===== config.mk =====
export PLATFORM = sky130hd
export DESIGN_NAME = usb_device_irq_enable_pair
export DESIGN_NICKNAME = d
export VERILOG_FILES = /design/src/core/irq_enable_pkg.sv /design/src/core/usb_device_irq_enable_pair.sv
export SDC_FILE = /design/constraint.sdc
export NUM_CORES = 1
export LEC_CHECK = 0
export BUFFER_PORTS_ARGS = -buffer_cell sky130_fd_sc_hd__buf_2
export CAP_MARGIN = 20
export CORE_MARGIN = 2
export CORE_UTILIZATION = 36
export DETAILED_ROUTE_END_ITERATION = 12
export PLACE_DENSITY = 0.85
export SETUP_SLACK_MARGIN = 0.2
export SLEW_MARGIN = 15
export SYNTH_ARGS = -nofsm -noshare
export SYNTH_HDL_FRONTEND = slang
export SYNTH_SLANG_ARGS = --single-unit

===== constraint.sdc =====
create_clock -name clock -period 1.6 [get_ports clock]
set_clock_uncertainty 0.2 [all_clocks]
set_input_delay 0.16 -clock clock [delete_from_list [all_inputs] [get_ports clock]]
set_output_delay 0.16 -clock clock [all_outputs]
set_load 0.02 [all_outputs]

===== src/core/irq_enable_pkg.sv =====
package irq_enable_pkg;
    localparam int ADDR_W = 8;
    localparam int DATA_W = 32;
    localparam int REG_W = 16;
    localparam logic [ADDR_W-1:0] IRQ_ENABLE_CLEAR_OFFSET = 8'h14;
    localparam logic [ADDR_W-1:0] IRQ_ENABLE_SET_OFFSET = 8'h18;
    localparam logic [ADDR_W-1:0] IRQ_FLAG_OFFSET = 8'h1c;
    localparam logic [REG_W-1:0] ENABLE_RESET = 16'h0000;
    localparam logic [REG_W-1:0] ENABLE_IMPL_MASK = 16'h03fd;
    localparam int BIT_SUSPEND = 0;
    localparam int BIT_FRAME_START = 2;
    localparam int BIT_END_OF_BUS_RESET = 3;
    localparam int BIT_WAKEUP = 4;
    localparam int BIT_END_OF_RESUME = 5;
    localparam int BIT_UPSTREAM_RESUME = 6;
    localparam int BIT_BUFFER_MEMORY_ACCESS_ERROR = 7;
    localparam int BIT_LINK_POWER_NOT_YET = 8;
    localparam int BIT_LINK_POWER_SUSPENDED = 9;
endpackage : irq_enable_pkg


===== src/core/usb_device_irq_enable_pair.sv =====
// The implementer's own choice: the Wishbone register port.
`timescale 1ns/1ps
module usb_device_irq_enable_pair
    import irq_enable_pkg::*;
(
    input wire logic clock,
    input wire logic resetn,
    input wire logic wb_cyc_i,
    input wire logic wb_stb_i,
    input wire logic wb_we_i,
    input wire logic [ADDR_W-1:0] wb_adr_i,
    input wire logic [3:0] wb_sel_i,
    input wire logic [DATA_W-1:0] wb_dat_i,
    output logic [DATA_W-1:0] wb_dat_o,
    output logic wb_ack_o,
    input wire logic [REG_W-1:0] irq_flag,
    output logic [REG_W-1:0] irq_request
);

    logic [REG_W-1:0] enable_reg;
    logic [REG_W-1:0] enable_next;
    logic [REG_W-1:0] lane_mask;
    logic [REG_W-1:0] set_bits;
    logic [REG_W-1:0] clear_bits;
    logic [DATA_W-1:0] read_next;
    logic access;
    logic write_strobe;
    logic hit_set;
    logic hit_clear;
    logic hit_flag;

    // The ack is held low in the cycle after it is given so that every access
    // takes exactly one wait state and a held request is never taken twice.
    assign access = wb_cyc_i && wb_stb_i && !wb_ack_o;
    assign write_strobe = access && wb_we_i;
    assign hit_set = (wb_adr_i == IRQ_ENABLE_SET_OFFSET);
    assign hit_clear = (wb_adr_i == IRQ_ENABLE_CLEAR_OFFSET);
    assign hit_flag = (wb_adr_i == IRQ_FLAG_OFFSET);

    always_comb begin
        lane_mask = {{8{wb_sel_i[1]}}, {8{wb_sel_i[0]}}};
        set_bits = '0;
        clear_bits = '0;
        if (write_strobe && hit_set) begin
            set_bits = wb_dat_i[REG_W-1:0] & lane_mask & ENABLE_IMPL_MASK;
        end else if (write_strobe && hit_clear) begin
            clear_bits = wb_dat_i[REG_W-1:0] & lane_mask & ENABLE_IMPL_MASK;
        end
        // Zero bits in the written word leave enables alone.
        enable_next = (enable_reg | set_bits) & ~clear_bits;
    end

    always_ff @(posedge clock) begin
        if (!resetn) begin
            enable_reg <= ENABLE_RESET;
        end else begin
            enable_reg <= enable_next;
        end
    end

    always_ff @(posedge clock) begin
        if (!resetn) begin
            wb_ack_o <= 1'b0;
        end else begin
            wb_ack_o <= access;
        end
    end

    always_comb begin
        read_next = '0;
        if (hit_set || hit_clear) begin
            read_next = {{(DATA_W-REG_W){1'b0}}, enable_reg & ENABLE_IMPL_MASK};
        end else if (hit_flag) begin
            read_next = {{(DATA_W-REG_W){1'b0}}, irq_flag & ENABLE_IMPL_MASK};
        end else begin
            read_next = '0;
        end
    end

    always_ff @(posedge clock) begin
        if (!resetn) begin
            wb_dat_o <= '0;
        end else if (access && !wb_we_i) begin
            wb_dat_o <= read_next;
        end
    end

    genvar gi;
    generate
        for (gi = 0; gi < REG_W; gi++) begin : g_req
            always_ff @(posedge clock) begin
                if (!resetn) begin
                    irq_request[gi] <= 1'b0;
                end else begin
                    irq_request[gi] <= enable_next[gi] & irq_flag[gi] & ENABLE_IMPL_MASK[gi];
                end
            end
        end
    endgenerate

    property p_clear_drops;
        @(posedge clock) disable iff (!resetn)
        (write_strobe && hit_clear && wb_sel_i[1] && wb_sel_i[0])
            |=> ((enable_reg & $past(wb_dat_i[REG_W-1:0])) == '0);
    endproperty
    a_clear_drops: assert property (p_clear_drops) else $error("clear write left an enable set");

    property p_clear_susp;
        @(posedge clock) disable iff (!resetn)
        (write_strobe && hit_clear && wb_sel_i[0] && wb_dat_i[BIT_SUSPEND]) |=> !enable_reg[BIT_SUSPEND];
    endproperty
    a_clear_susp: assert property (p_clear_susp) else $error("suspend enable not cleared");

    property p_clear_lps;
        @(posedge clock) disable iff (!resetn)
        (write_strobe && hit_clear && wb_sel_i[1] && wb_dat_i[BIT_LINK_POWER_SUSPENDED])
            |=> !enable_reg[BIT_LINK_POWER_SUSPENDED];
    endproperty
    a_clear_lps: assert property (p_clear_lps) else $error("link power suspended enable not cleared");

    property p_set_raises;
        @(posedge clock) disable iff (!resetn)
        (write_strobe && hit_set && wb_sel_i[1] && wb_sel_i[0])
            |=> ((enable_reg & $past(wb_dat_i[REG_W-1:0]) & ENABLE_IMPL_MASK)
                == ($past(wb_dat_i[REG_W-1:0]) & ENABLE_IMPL_MASK));
    endproperty
    a_set_raises: assert property (p_set_raises) else $error("set write missed an enable");

    property p_set_lps;
        @(posedge clock) disable iff (!resetn)
        (write_strobe && hit_set && wb_sel_i[1] && wb_dat_i[BIT_LINK_POWER_SUSPENDED])
            |=> enable_reg[BIT_LINK_POWER_SUSPENDED];
    endproperty
    a_set_lps: assert property (p_set_lps) else $error("link power suspended enable not set");

    property p_zero_keeps;
        @(posedge clock) disable iff (!resetn)
        (write_strobe && (hit_set || hit_clear))
            |=> ((enable_reg & ~$past(wb_dat_i[REG_W-1:0])) == ($past(enable_reg) & ~$past(wb_dat_i[REG_W-1:0])));
    endproperty
    a_zero_keeps: assert property (p_zero_keeps) else $error("zero write changed an enable");

    property p_request;
        @(posedge clock) disable iff (!resetn)
        ##1 (irq_request == (enable_reg & $past(irq_flag) & ENABLE_IMPL_MASK));
    endproperty
    a_request: assert property (p_request) else $error("interrupt request mismatch");

    property p_shared_read;
        @(posedge clock) disable iff (!resetn)
        (access && !wb_we_i && (hit_set || hit_clear))
            |=> (wb_ack_o && wb_dat_o[REG_W-1:0] == $past(enable_reg));
    endproperty
    a_shared_read: assert property (p_shared_read) else $error("enable readback mismatch");

    property p_unused_zero;
        @(posedge clock) disable iff (!resetn)
        (enable_reg & ~ENABLE_IMPL_MASK) == '0 && wb_dat_o[DATA_W-1:REG_W] == '0;
    endproperty
    a_unused_zero: assert property (p_unused_zero) else $error("unused bit set");

    property p_ack_once;
        @(posedge clock) disable iff (!resetn)
        wb_ack_o |=> !wb_ack_o;
    endproperty
    a_ack_once: assert property (p_ack_once) else $error("ack held two cycles");

    // Each source has its own check so that a fault in one bit position cannot hide behind the others.
    // The request is checked as well, since a flag that is already up must follow its enable at once.
    property p_clear_not_yet;
        @(posedge clock) disable iff (!resetn)
        (write_strobe && hit_clear && wb_sel_i[1] && wb_dat_i[BIT_LINK_POWER_NOT_YET])
            |=> (!enable_reg[BIT_LINK_POWER_NOT_YET] && !irq_request[BIT_LINK_POWER_NOT_YET]);
    endproperty
    a_clear_not_yet: assert property (p_clear_not_yet) else $error("not-yet enable not cleared");

    property p_clear_mem_error;
        @(posedge clock) disable iff (!resetn)
        (write_strobe && hit_clear && wb_sel_i[0] && wb_dat_i[BIT_BUFFER_MEMORY_ACCESS_ERROR])
            |=> (!enable_reg[BIT_BUFFER_MEMORY_ACCESS_ERROR] && !irq_request[BIT_BUFFER_MEMORY_ACCESS_ERROR]);
    endproperty
    a_clear_mem_error: assert property (p_clear_mem_error) else $error("memory error enable not cleared");

    property p_clear_up_resume;
        @(posedge clock) disable iff (!resetn)
        (write_strobe && hit_clear && wb_sel_i[0] && wb_dat_i[BIT_UPSTREAM_RESUME])
            |=> (!enable_reg[BIT_UPSTREAM_RESUME] && !irq_request[BIT_UPSTREAM_RESUME]);
    endproperty
    a_clear_up_resume: assert property (p_clear_up_resume) else $error("upstream resume enable not cleared");

    property p_clear_end_resume;
        @(posedge clock) disable iff (!resetn)
        (write_strobe && hit_clear && wb_sel_i[0] && wb_dat_i[BIT_END_OF_RESUME])
            |=> (!enable_reg[BIT_END_OF_RESUME] && !irq_request[BIT_END_OF_RESUME]);
    endproperty
    a_clear_end_resume: assert property (p_clear_end_resume) else $error("end of resume enable not cleared");

    property p_clear_wakeup;
        @(posedge clock) disable iff (!resetn)
        (write_strobe && hit_clear && wb_sel_i[0] && wb_dat_i[BIT_WAKEUP])
            |=> (!enable_reg[BIT_WAKEUP] && !irq_request[BIT_WAKEUP]);
    endproperty
    a_clear_wakeup: assert property (p_clear_wakeup) else $error("wake-up enable not cleared");

    property p_clear_bus_reset_end;
        @(posedge clock) disable iff (!resetn)
        (write_strobe && hit_clear && wb_sel_i[0] && wb_dat_i[BIT_END_OF_BUS_RESET])
            |=> (!enable_reg[BIT_END_OF_BUS_RESET] && !irq_request[BIT_END_OF_BUS_RESET]);
    endproperty
    a_clear_bus_reset_end: assert property (p_clear_bus_reset_end) else $error("bus reset enable not cleared");

    property p_clear_frame_start;
        @(posedge clock) disable iff (!resetn)
        (write_strobe && hit_clear && wb_sel_i[0] && wb_dat_i[BIT_FRAME_START])
            |=> (!enable_reg[BIT_FRAME_START] && !irq_request[BIT_FRAME_START]);
    endproperty
    a_clear_frame_start: assert property (p_clear_frame_start) else $error("frame start enable not cleared");

    property p_set_not_yet;
        @(posedge clock) disable iff (!resetn)
        (write_strobe && hit_set && wb_sel_i[1] && wb_dat_i[BIT_LINK_POWER_NOT_YET])
            |=> (enable_reg[BIT_LINK_POWER_NOT_YET]
                && irq_request[BIT_LINK_POWER_NOT_YET] == $past(irq_flag[BIT_LINK_POWER_NOT_YET]));
    endproperty
    a_set_not_yet: assert property (p_set_not_yet) else $error("not-yet enable not set");

    property p_set_mem_error;
        @(posedge clock) disable iff (!resetn)
        (write_strobe && hit_set && wb_sel_i[0] && wb_dat_i[BIT_BUFFER_MEMORY_ACCESS_ERROR])
            |=> (enable_reg[BIT_BUFFER_MEMORY_ACCESS_ERROR]
                && irq_request[BIT_BUFFER_MEMORY_ACCESS_ERROR] == $past(irq_flag[BIT_BUFFER_MEMORY_ACCESS_ERROR]));
    endproperty
    a_set_mem_error: assert property (p_set_mem_error) else $error("memory error enable not set");

    property p_set_up_resume;
        @(posedge clock) disable iff (!resetn)
        (write_strobe && hit_set && wb_sel_i[0] && wb_dat_i[BIT_UPSTREAM_RESUME])
            |=> (enable_reg[BIT_UPSTREAM_RESUME]
                && irq_request[BIT_UPSTREAM_RESUME] == $past(irq_flag[BIT_UPSTREAM_RESUME]));
    endproperty
    a_set_up_resume: assert property (p_set_up_resume) else $error("upstream resume enable not set");

    property p_set_end_resume;
        @(posedge clock) disable iff (!resetn)
        (write_strobe && hit_set && wb_sel_i[0] && wb_dat_i[BIT_END_OF_RESUME])
            |=> (enable_reg[BIT_END_OF_RESUME]
                && irq_request[BIT_END_OF_RESUME] == $past(irq_flag[BIT_END_OF_RESUME]));
    endproperty
    a_set_end_resume: assert property (p_set_end_resume) else $error("end of resume enable not set");

    property p_set_wakeup;
        @(posedge clock) disable iff (!resetn)
        (write_strobe && hit_set && wb_sel_i[0] && wb_dat_i[BIT_WAKEUP])
            |=> (enable_reg[BIT_WAKEUP]
                && irq_request[BIT_WAKEUP] == $past(irq_flag[BIT_WAKEUP]));
    endproperty
    a_set_wakeup: assert property (p_set_wakeup) else $error("wake-up enable not set");

    property p_set_bus_reset_end;
        @(posedge clock) disable iff (!resetn)
        (write_strobe && hit_set && wb_sel_i[0] && wb_dat_i[BIT_END_OF_BUS_RESET])
            |=> (enable_reg[BIT_END_OF_BUS_RESET]
                && irq_request[BIT_END_OF_BUS_RESET] == $past(irq_flag[BIT_END_OF_BUS_RESET]));
    endproperty
    a_set_bus_reset_end: assert property (p_set_bus_reset_end) else $error("bus reset enable not set");

    property p_set_frame_start;
        @(posedge clock) disable iff (!resetn)
        (write_strobe && hit_set && wb_sel_i[0] && wb_dat_i[BIT_FRAME_START])
            |=> (enable_reg[BIT_FRAME_START]
                && irq_request[BIT_FRAME_START] == $past(irq_flag[BIT_FRAME_START]));
    endproperty
    a_set_frame_start: assert property (p_set_frame_start) else $error("frame start enable not set");

    property p_set_suspend;
        @(posedge clock) disable iff (!resetn)
        (write_strobe && hit_set && wb_sel_i[0] && wb_dat_i[BIT_SUSPEND])
            |=> (enable_reg[BIT_SUSPEND]
                && irq_request[BIT_SUSPEND] == $past(irq_flag[BIT_SUSPEND]));
    endproperty
    a_set_suspend: assert property (p_set_suspend) else $error("suspend enable not set");

    property p_reset_zero;
        @(posedge clock)
        !resetn
            |=> (enable_reg == ENABLE_RESET && irq_request == '0 && !wb_ack_o && wb_dat_o == '0);
    endproperty
    a_reset_zero: assert property (p_reset_zero) else $error("state not cleared by reset");

    property p_ack_answers;
        @(posedge clock) disable iff (!resetn)
        access
            |=> wb_ack_o;
    endproperty
    a_ack_answers: assert property (p_ack_answers) else $error("request not answered in one cycle");

    property p_ack_needs_request;
        @(posedge clock) disable iff (!resetn)
        !(wb_cyc_i && wb_stb_i)
            |=> !wb_ack_o;
    endproperty
    a_ack_needs_request: assert property (p_ack_needs_request) else $error("ack without a request");

    property p_other_write_ignored;
        @(posedge clock) disable iff (!resetn)
        (write_strobe && !hit_set && !hit_clear)
            |=> (enable_reg == $past(enable_reg));
    endproperty
    a_other_write_ignored: assert property (p_other_write_ignored) else $error("foreign write changed an enable");

    property p_enable_quiet;
        @(posedge clock) disable iff (!resetn)
        !write_strobe
            |=> (enable_reg == $past(enable_reg));
    endproperty
    a_enable_quiet: assert property (p_enable_quiet) else $error("enable changed without a write");

    property p_unmapped_read;
        @(posedge clock) disable iff (!resetn)
        (access && !wb_we_i && !hit_set && !hit_clear && !hit_flag)
            |=> (wb_dat_o == '0);
    endproperty
    a_unmapped_read: assert property (p_unmapped_read) else $error("unmapped read not zero");

    property p_flag_view;
        @(posedge clock) disable iff (!resetn)
        (access && !wb_we_i && hit_flag)
            |=> (wb_dat_o[REG_W-1:0] == ($past(irq_flag) & ENABLE_IMPL_MASK));
    endproperty
    a_flag_view: assert property (p_flag_view) else $error("flag view mismatch");

    property p_request_masked;
        @(posedge clock) disable iff (!resetn)
        ((irq_request & ~ENABLE_IMPL_MASK) == '0);
    endproperty
    a_request_masked: assert property (p_request_masked) else $error("request on an unused bit");

    property p_dat_stands;
        @(posedge clock) disable iff (!resetn)
        !(access && !wb_we_i)
            |=> $stable(wb_dat_o);
    endproperty
    a_dat_stands: assert property (p_dat_stands) else $error("read data changed without a read");

endmodule : usb_device_irq_enable_pair


Word-level counts from Yosys, hierarchy flattened
Cells that the tools add are included.

storage, ports and cells
  flip-flop bits (word level) = 58
  latch bits = 0
  bits in writable memories = 0
  bits in read-only memories = 0
  bits of input ports = 65
  output and inout port bits = 49
  word-level logic and storage cells = 42
  memories kept = 0

cells by class
  add/sub/neg operators = 0
  multiply operators = 0
  div/mod/pow operators = 0
  order comparisons = 0
  equal/unequal tests = 3
  shift-type cells = 0
  mux-type cells = 5
  bitwise operators = 13
  reductions and logical operators = 9

operators by type and width
  cell                                            number
  2-to-1 mux 32 bit                               1
  2-to-1 mux 10 bit                               3
  == test 8 x 5 -> 1 bit (second input constant)  3
  AND 16 bit                                      1
  2-to-1 mux 16 bit                               1
  inverter 16 bit                                 1
  bitwise OR 16 x 10 -> 16 bit                    1
  AND 10 bit                                      1
  AND 1 bit                                       9
  logical AND 1 bit                               6
  zero test 1 bit                                 2
  logical OR 1 bit                                1

Longest topological paths before layout
Gate-level depths: netlist of the first run.

  depth after elaboration = 9
  depth in mapped cells = 6
  depth with buffers taken out = 4

Worst setup path after synthesis of the first run
Ideal clock, no wire load.

  path kind = flip-flop to flip-flop
  start = register wb_ack_o
  end = register wb_dat_o[0]
  library setup time = 122 ps
  arrival time = 1453 ps
  setup slack = -174 ps
  cell stages (with the launch flop) = 6
  clock period less this slack = 1774 ps
  cells stage by stage = dfxtp_1 and4b_1 clkbuf_1 and4_1 buf_4 a221o_1

on the way
  word-level cells in the longest chain between the ends = 3

ends and longest elaborated chain
  item                    line                              RTL
  from (decl)             usb_device_irq_enable_pair.sv:15  output logic wb_ack_o,
  from (signal assigned)  usb_device_irq_enable_pair.sv:65  wb_ack_o <= access;
  zero test 1 bit         usb_device_irq_enable_pair.sv:34  assign access = wb_cyc_i && wb_stb_i && !wb_ack_o;
  logical AND 1 bit       usb_device_irq_enable_pair.sv:34
  logical AND 1 bit       usb_device_irq_enable_pair.sv:83  end else if (access && !wb_we_i) begin
  to (signal assigned)    usb_device_irq_enable_pair.sv:84  wb_dat_o <= read_next;
  to (decl)               usb_device_irq_enable_pair.sv:14  output logic [DATA_W-1:0] wb_dat_o,

No other way between the ends.
A chain may end at the register's enable or synchronous reset.

Worst setup path in the final report of the first run
  start = register wb_ack_o
  end = register irq_request[9]

on the way
  word-level cells in the longest chain between the ends = 9
  elaborated cells on any way between the ends = 12
  those cells by class = 3 x mux; 4 x bitwise; 5 x reduce/logical

ends and longest elaborated chain
  item                             line                              RTL
  zero test 1 bit (*)              usb_device_irq_enable_pair.sv:34
  logical AND 1 bit (*)            usb_device_irq_enable_pair.sv:34
  logical AND 1 bit (*)            usb_device_irq_enable_pair.sv:35  assign write_strobe = access && wb_we_i;
  logical AND 1 bit                usb_device_irq_enable_pair.sv:46  end else if (write_strobe && hit_clear) begin
  2-to-1 mux 10 bit                usb_device_irq_enable_pair.sv:46
  2-to-1 mux 16 bit                usb_device_irq_enable_pair.sv:44  if (write_strobe && hit_set) begin
  inverter 16 bit                  usb_device_irq_enable_pair.sv:50  enable_next = (enable_reg | set_bits) & ~clear_bits;
  AND 16 bit (*)                   usb_device_irq_enable_pair.sv:50
  AND 1 bit (*)                    usb_device_irq_enable_pair.sv:95  irq_request[gi] <= enable_next[gi] & irq_flag[gi] & ENABLE_IMPL_MASK[gi];
  to (signal, indexed assignment)  usb_device_irq_enable_pair.sv:95
  to (decl)                        usb_device_irq_enable_pair.sv:17  output logic [REG_W-1:0] irq_request

Every way passes the cells marked *; elsewhere a longest branch is shown, timed or not.

==> results of run 1 <==
power by group:
group,switching (mW),internal (mW)
registers,0.00146,0.697
logic,0.173,0.116
clock network,0.230,0.273
total,0.404,1.08
cells in the mapped netlist, drive strengths merged:
cell     number
or4bb         1
nor2b         1
nand4b        9
and4b         1
dfxtp        28
nand4bb       1
and3b         1
and4          1
nor2          2
o31a          1
nand4         2
nand2        20
o22ai         9
a32oi         1
buf          36
or4b          1
or2           1
a221o         8
and2         17
xnor2         1
nor4          9
and3          2
conb          1
clkbuf        4
kinds of logic (layout without fill, tap and decap cells):
kind of cell	after synthesis	in the layout	synth area share, %
and+or+nand+nor	69	69	31.8
buffers and inverters	40	98	18.0
DFF	28	28	35.9
AOI/OAI and AO/OA	19	20	13.5
other	1	30	0.240
xor gates and xnor gates	1	1	0.561
repair_timing:
| action | 4_1_cts | 5_1_grt |
|---|---|---|
| setup buffers | 6 | 4 |
| cloned | 2 | 0 |
| endpoints found under the setup margin | 26 | 27 |
| pin swaps | 28 | 14 |
| endpoints found under the hold margin | 24 | 0 |
| hold buffers | 17 | 0 |
| gates resized for setup | 15 | 15 |
critical path, stage by stage (launching register included):
cell and delay [ns]:
dfxtp_4 0.37, and4b_4 0.38, nand4bb_4 0.16, buf_8 0.18, o22ai_2 0.16, and2_1 0.15
layout make-up:
type	count	area (sq um)
fillers	361	1680
well taps	50	62.6
multi-input cells	120	1000
flip-flops and latches	28	564
repair buffers	94	712
clock buffers	4	66.3
path summary, 6_finish.rpt:
check                      startpoint                        end  slack (ns)  cells after the start
max reg2reg       wb_ack_o$_SDFF_PN0_  irq_request[9]$_SDFF_PN0_       -0.05                      5
max               wb_ack_o$_SDFF_PN0_  irq_request[9]$_SDFF_PN0_       -0.05                      5
min                       wb_sel_i[1]   enable_reg[9]$_SDFF_PN0_        0.01                      3
min reg2reg  enable_reg[3]$_SDFF_PN0_   wb_dat_o[3]$_SDFFE_PN0P_        0.28                      2
layer usage:
| metal | up-vias | share of wire, % | routed length (um) |
|---|---|---|---|
| met4 | 0 | 0.63 | 27 |
| met2 | 64 | 52 | 2240 |
| met1 | 673 | 41 | 1750 |
| met3 | 4 | 6.6 | 285 |
| met5 | - | 0 | 0 |
| li1 | 694 | - | - |
per-stage QoR:
step	setup TNS [ns]	hold WS, ns	worst slack [ns]
after floorplan	-0.562	0.0817	-0.0764
after global placement	-3.41	0.180	-0.204
after detailed placement	-4.40	0.181	-0.254
after CTS	-0.0660	0.00329	-0.0374
after global routing	-1.08	0.0244	-0.0887
final	-0.563	0.00975	-0.0501
==> results.md, run 1 <==
- First-pass GRT wire length: 6.74 mm
- Met1 usage: 20.6%
- Post-synthesis register bit count: 28
- Max IR drop VDD: 484 uV
- CTS root buf: clkbuf_8
- Failing checks: setup timing
- 1st-iter DRT viols: 42
- Seq/Total Area, Yosys: 35.9%
- I/O pin cnt: 114
- CTS tree: done
- GRT Util Overall: 17.1%
- Cell row count: 23
- RD Place Congestion: 0.860
- Post-synth top area cell: dfxtp_1
- WL final: 4.30 mm
- # Max-Cap Violations: 0
- Number of diodes: 0
- Pleak: 1.13 nW
- Initial Utilization: 38.2%
- Floorplan die width: 69.8 um
- Final hold violation count: 0
- Worst setup SP type: register
- Synth top area cells: dfxtp_1, buf_4, nor4_2
- WS Path Type: reg2reg
- Die Span Y: 69.8 um
- Synth Instances: 158
- Commonest non-fill, non-tap cells in the layout: buf_2, conb_1, dfxtp_1
- Achievable frequency: 606 MHz
- Synth top area share: 35.9%
- Largest fanout on the critical path: 5
- Remaining global-route overflow: 0
- Gr busiest metal: met2
- Vias per cell: 4.85
- Post-route cell area: 2400 sq um
- Post-route minimum period: 1.65 ns
- Pre-Repair DR Iteration Count: 4
- RSZ-0062 raised after global routing: yes
- Post-route DRC: 0
- Core box area: 4090 sq um
- P&R area growth vs syn: 54.1%
- Setup Viol. Count Final: 18
- # clock sinks: 28
- Critical Path Sink Type: register
- IO buf count: 51
- Mapped Area: 1560 sq um
- Final ANT Viol Nets: 0
- Nets@finish: 312
- Final non-filler cell total: 296
- Max Slew Vio Count: 0
- Final Power: 1.49 mW
- Pwr/cell area: 619 nW/um^2
- Die area: 4880 sq um
- Avg Cell Area, Syn: 9.87 sq um
- WL per Instance: 14.5 um
- Pin count of the biggest net entering global routing: 17
- Initial antenna violation count: 0
- Synth warn: 0
- Layout cell share with drive strength beyond 1: 44.3%
- Clock transition at the registers of the reported paths: 0.10 ns
- Crit path DAT: 1.68 ns
- Worst endpoint required time: 1.63 ns
- DP Area: 1920 sq um
- CTS buffer count: 3
- GR Util met2: 31.6%
- Library cells used by synthesis: 28
- Placed Instances: 263
- Met3 global-route usage: 3.63%
- Status: finished, violations left
- Post-DP HPWL: 2.83 mm
- Final setup margin: -0.0501 ns
- Commonest non-fill, non-tap cell in the layout: buf_2
- Via Count: 1435
- Final Cycle Share: 103%
- Fin util: 58.8%
- Vias in the first global route: 1442
- CTS Buffer Depth: 2
- H-tree levels: 1
- Hold Path Class: in2reg
- Skew-Pair Late Insertion Delay: 0.28 ns
(Power assumes the default switching activity.)
==> run 2: changes to the inputs <==
- ABC_AREA: not set -> 0
- REMOVE_ABC_BUFFERS: not set -> 1
- SETUP_SLACK_MARGIN: 0.2 -> 0.5
==> run 2 against run 1 <==
The run ends with hold timing, setup timing left. Routed wire length is 6.0% higher. Sequential power about the same. Largest power group unchanged. Non-clock buffer count shrank 18. Via count fell by 3.1%. Largest cell class unchanged. Global-route usage is 1.5 points lower. Register-to-register slack about the same. Design area decreased by 4.3%. Critical path type unchanged.
==> results.md, run 2 (synthesized netlist as in run 1, its figures left out) <==
- H-tree levels: 1
- Pre-Repair DR Iteration Count: 4
- Die area: 4880 sq um
- Remaining global-route overflow: 0
- Final Cycle Share: 102%
- Pleak: 1.04 nW
- Post-route minimum period: 1.64 ns
- Initial Utilization: 38.2%
- Nets@finish: 293
- Reg2Reg Setup Slack: -0.04 ns
- Clock transition at the registers of the reported paths: 0.10 ns
- Placed Instances: 260
- Layout cell share with drive strength beyond 1: 51.1%
- Crit path DAT: 1.66 ns
- I/O pin cnt: 114
- RSZ-0062 raised after global routing: yes
- # Max-Cap Violations: 0
- CP max stage cell: and4b_2
- Commonest non-fill, non-tap cell in the layout: buf_2
- Cell family with most CP delay: simple AND/OR/NAND/NOR gates
- CTS root buf: clkbuf_8
- # clock sinks: 28
- 1st-iter DRT viols: 73
- Cell row count: 23
- Number of diodes: 0
- Skew-Pair Late Insertion Delay: 0.27 ns
- First-pass GRT wire length: 6.19 mm
- Vias per cell: 5.02
- Final setup margin: -0.0399 ns
- Via Count: 1390
- P&R area growth vs syn: 47.6%
- Initial antenna violation count: 0
- WS Path Type: reg2reg
- Pin count of the biggest net entering global routing: 16
- Rel. slew slack: 63.8%
- Crit path buffers/inverters: 1
- Cells along the critical path: and4b_2 > nand4bb_4 > buf_8 > o22ai_4 > and2_4
- Largest stage delay on the critical path: 0.37 ns
- Core box area: 4090 sq um
- Largest fanout on the critical path: 5
- CTS Buffer Depth: 2
- Worst setup SP type: register
- Final ANT Viol Nets: 0
- Max Slew Vio Count: 0
- Achievable frequency: 610 MHz
- Vias in the first global route: 1315
- Post-DP HPWL: 2.75 mm
- IO buf count: 51
- Commonest non-fill, non-tap cells in the layout: buf_2, conb_1, buf_6
- Die Span Y: 69.8 um
- RD Place Congestion: 0.768
- Pwr/cell area: 599 nW/um^2
- CTS buffer count: 3
- Floorplan die width: 69.8 um
- Setup Viol. Count Final: 7
- Worst Hold Margin: -0.0254 ns
- Worst endpoint required time: 1.62 ns
- Status: finished, violations left
- Worst-Margin Slew: 0.543 ns
- Final hold violation count: 2
- CTS tree: done
- Failing checks: hold timing, setup timing
- Post-route DRC: 0
- Final non-filler cell total: 277
- Hold Path Class: in2reg
- WL per Instance: 16.5 um
- Critical Path Sink Type: register
- WL final: 4.56 mm
- # hold bufs at CTS: 9
- Max IR drop VDD: 544 uV
- GRT Util Overall: 15.6%
## run 2: cell count changes in the layout (fill, tap and decap cells not counted), sizes merged
cell         before  now
buf              77   66
dlygate4sd3      17    9
clkbuf            4    5
o31a              2    1
## run 2: final timing paths
path | end | startpoint | depth (start not counted)
worst max-delay path | irq_request[5]$_SDFF_PN0_ | wb_ack_o$_SDFF_PN0_ | 5
worst min-delay path | enable_reg[3]$_SDFF_PN0_ | wb_dat_i[3] | 3
worst max register to register | irq_request[5]$_SDFF_PN0_ | wb_ack_o$_SDFF_PN0_ | 5
worst min register to register | wb_dat_o[3]$_SDFFE_PN0P_ | enable_reg[3]$_SDFF_PN0_ | 2
## run 2: through the flow
step	TNS, ns	utilization [%]	total power [mW]	area, sq um	setup slack, ns
2_1_floorplan	-6.49	-	0.820	1390	-0.402
3_3_place_gp	-4.48	44.2	0.906	1810	-0.247
3_5_place_dp	-5.02	44.2	0.909	1810	-0.274
4_1_cts	0	50.8	1.35	2080	0.0213
5_1_grt	-0.774	56.3	1.43	2300	-0.0878
6_report	-0.135	56.3	1.38	2300	-0.0399
## run 2: cell type report
cell class	instances	area (sq um)
sequential	28	583
tap	50	62.6
fill	368	1780
timing repair buffer	76	641
clock buffer	4	55.1
multi-input combinational	119	961
## run 2: power breakdown
group          switching (mW)  internal, mW  total (mW)
clock network           0.215         0.220       0.435
registers             0.00116         0.697       0.698
logic                   0.165        0.0810       0.246
total                   0.381         0.998        1.38
## run 2: what timing repair did
action                                 4_1_cts  5_1_grt
setup buffers                                1        1
endpoints found under the hold margin       26        1
setup endpoints to repair                   45       46
gates cloned                                 0        2
gates resized for setup                     45       37
pin swaps                                    5       12
## run 2: per-layer routing
metal / GRT usage, % / wire [um]
met1: 17.5 / 1740
met2: 30.2 / 2470
met3: 4.36 / 288
met4: 1.28 / 57
met5: 0 / 0
## run 2: worst reg2reg max path: cells and delay by family, from the launching register on
kind                   cells  cell delay, ns
AOI/OAI and AO/OA          1            0.18
buffers and inverters      1            0.18
DFF                        1            0.35
and+or+nand+nor            3            0.68
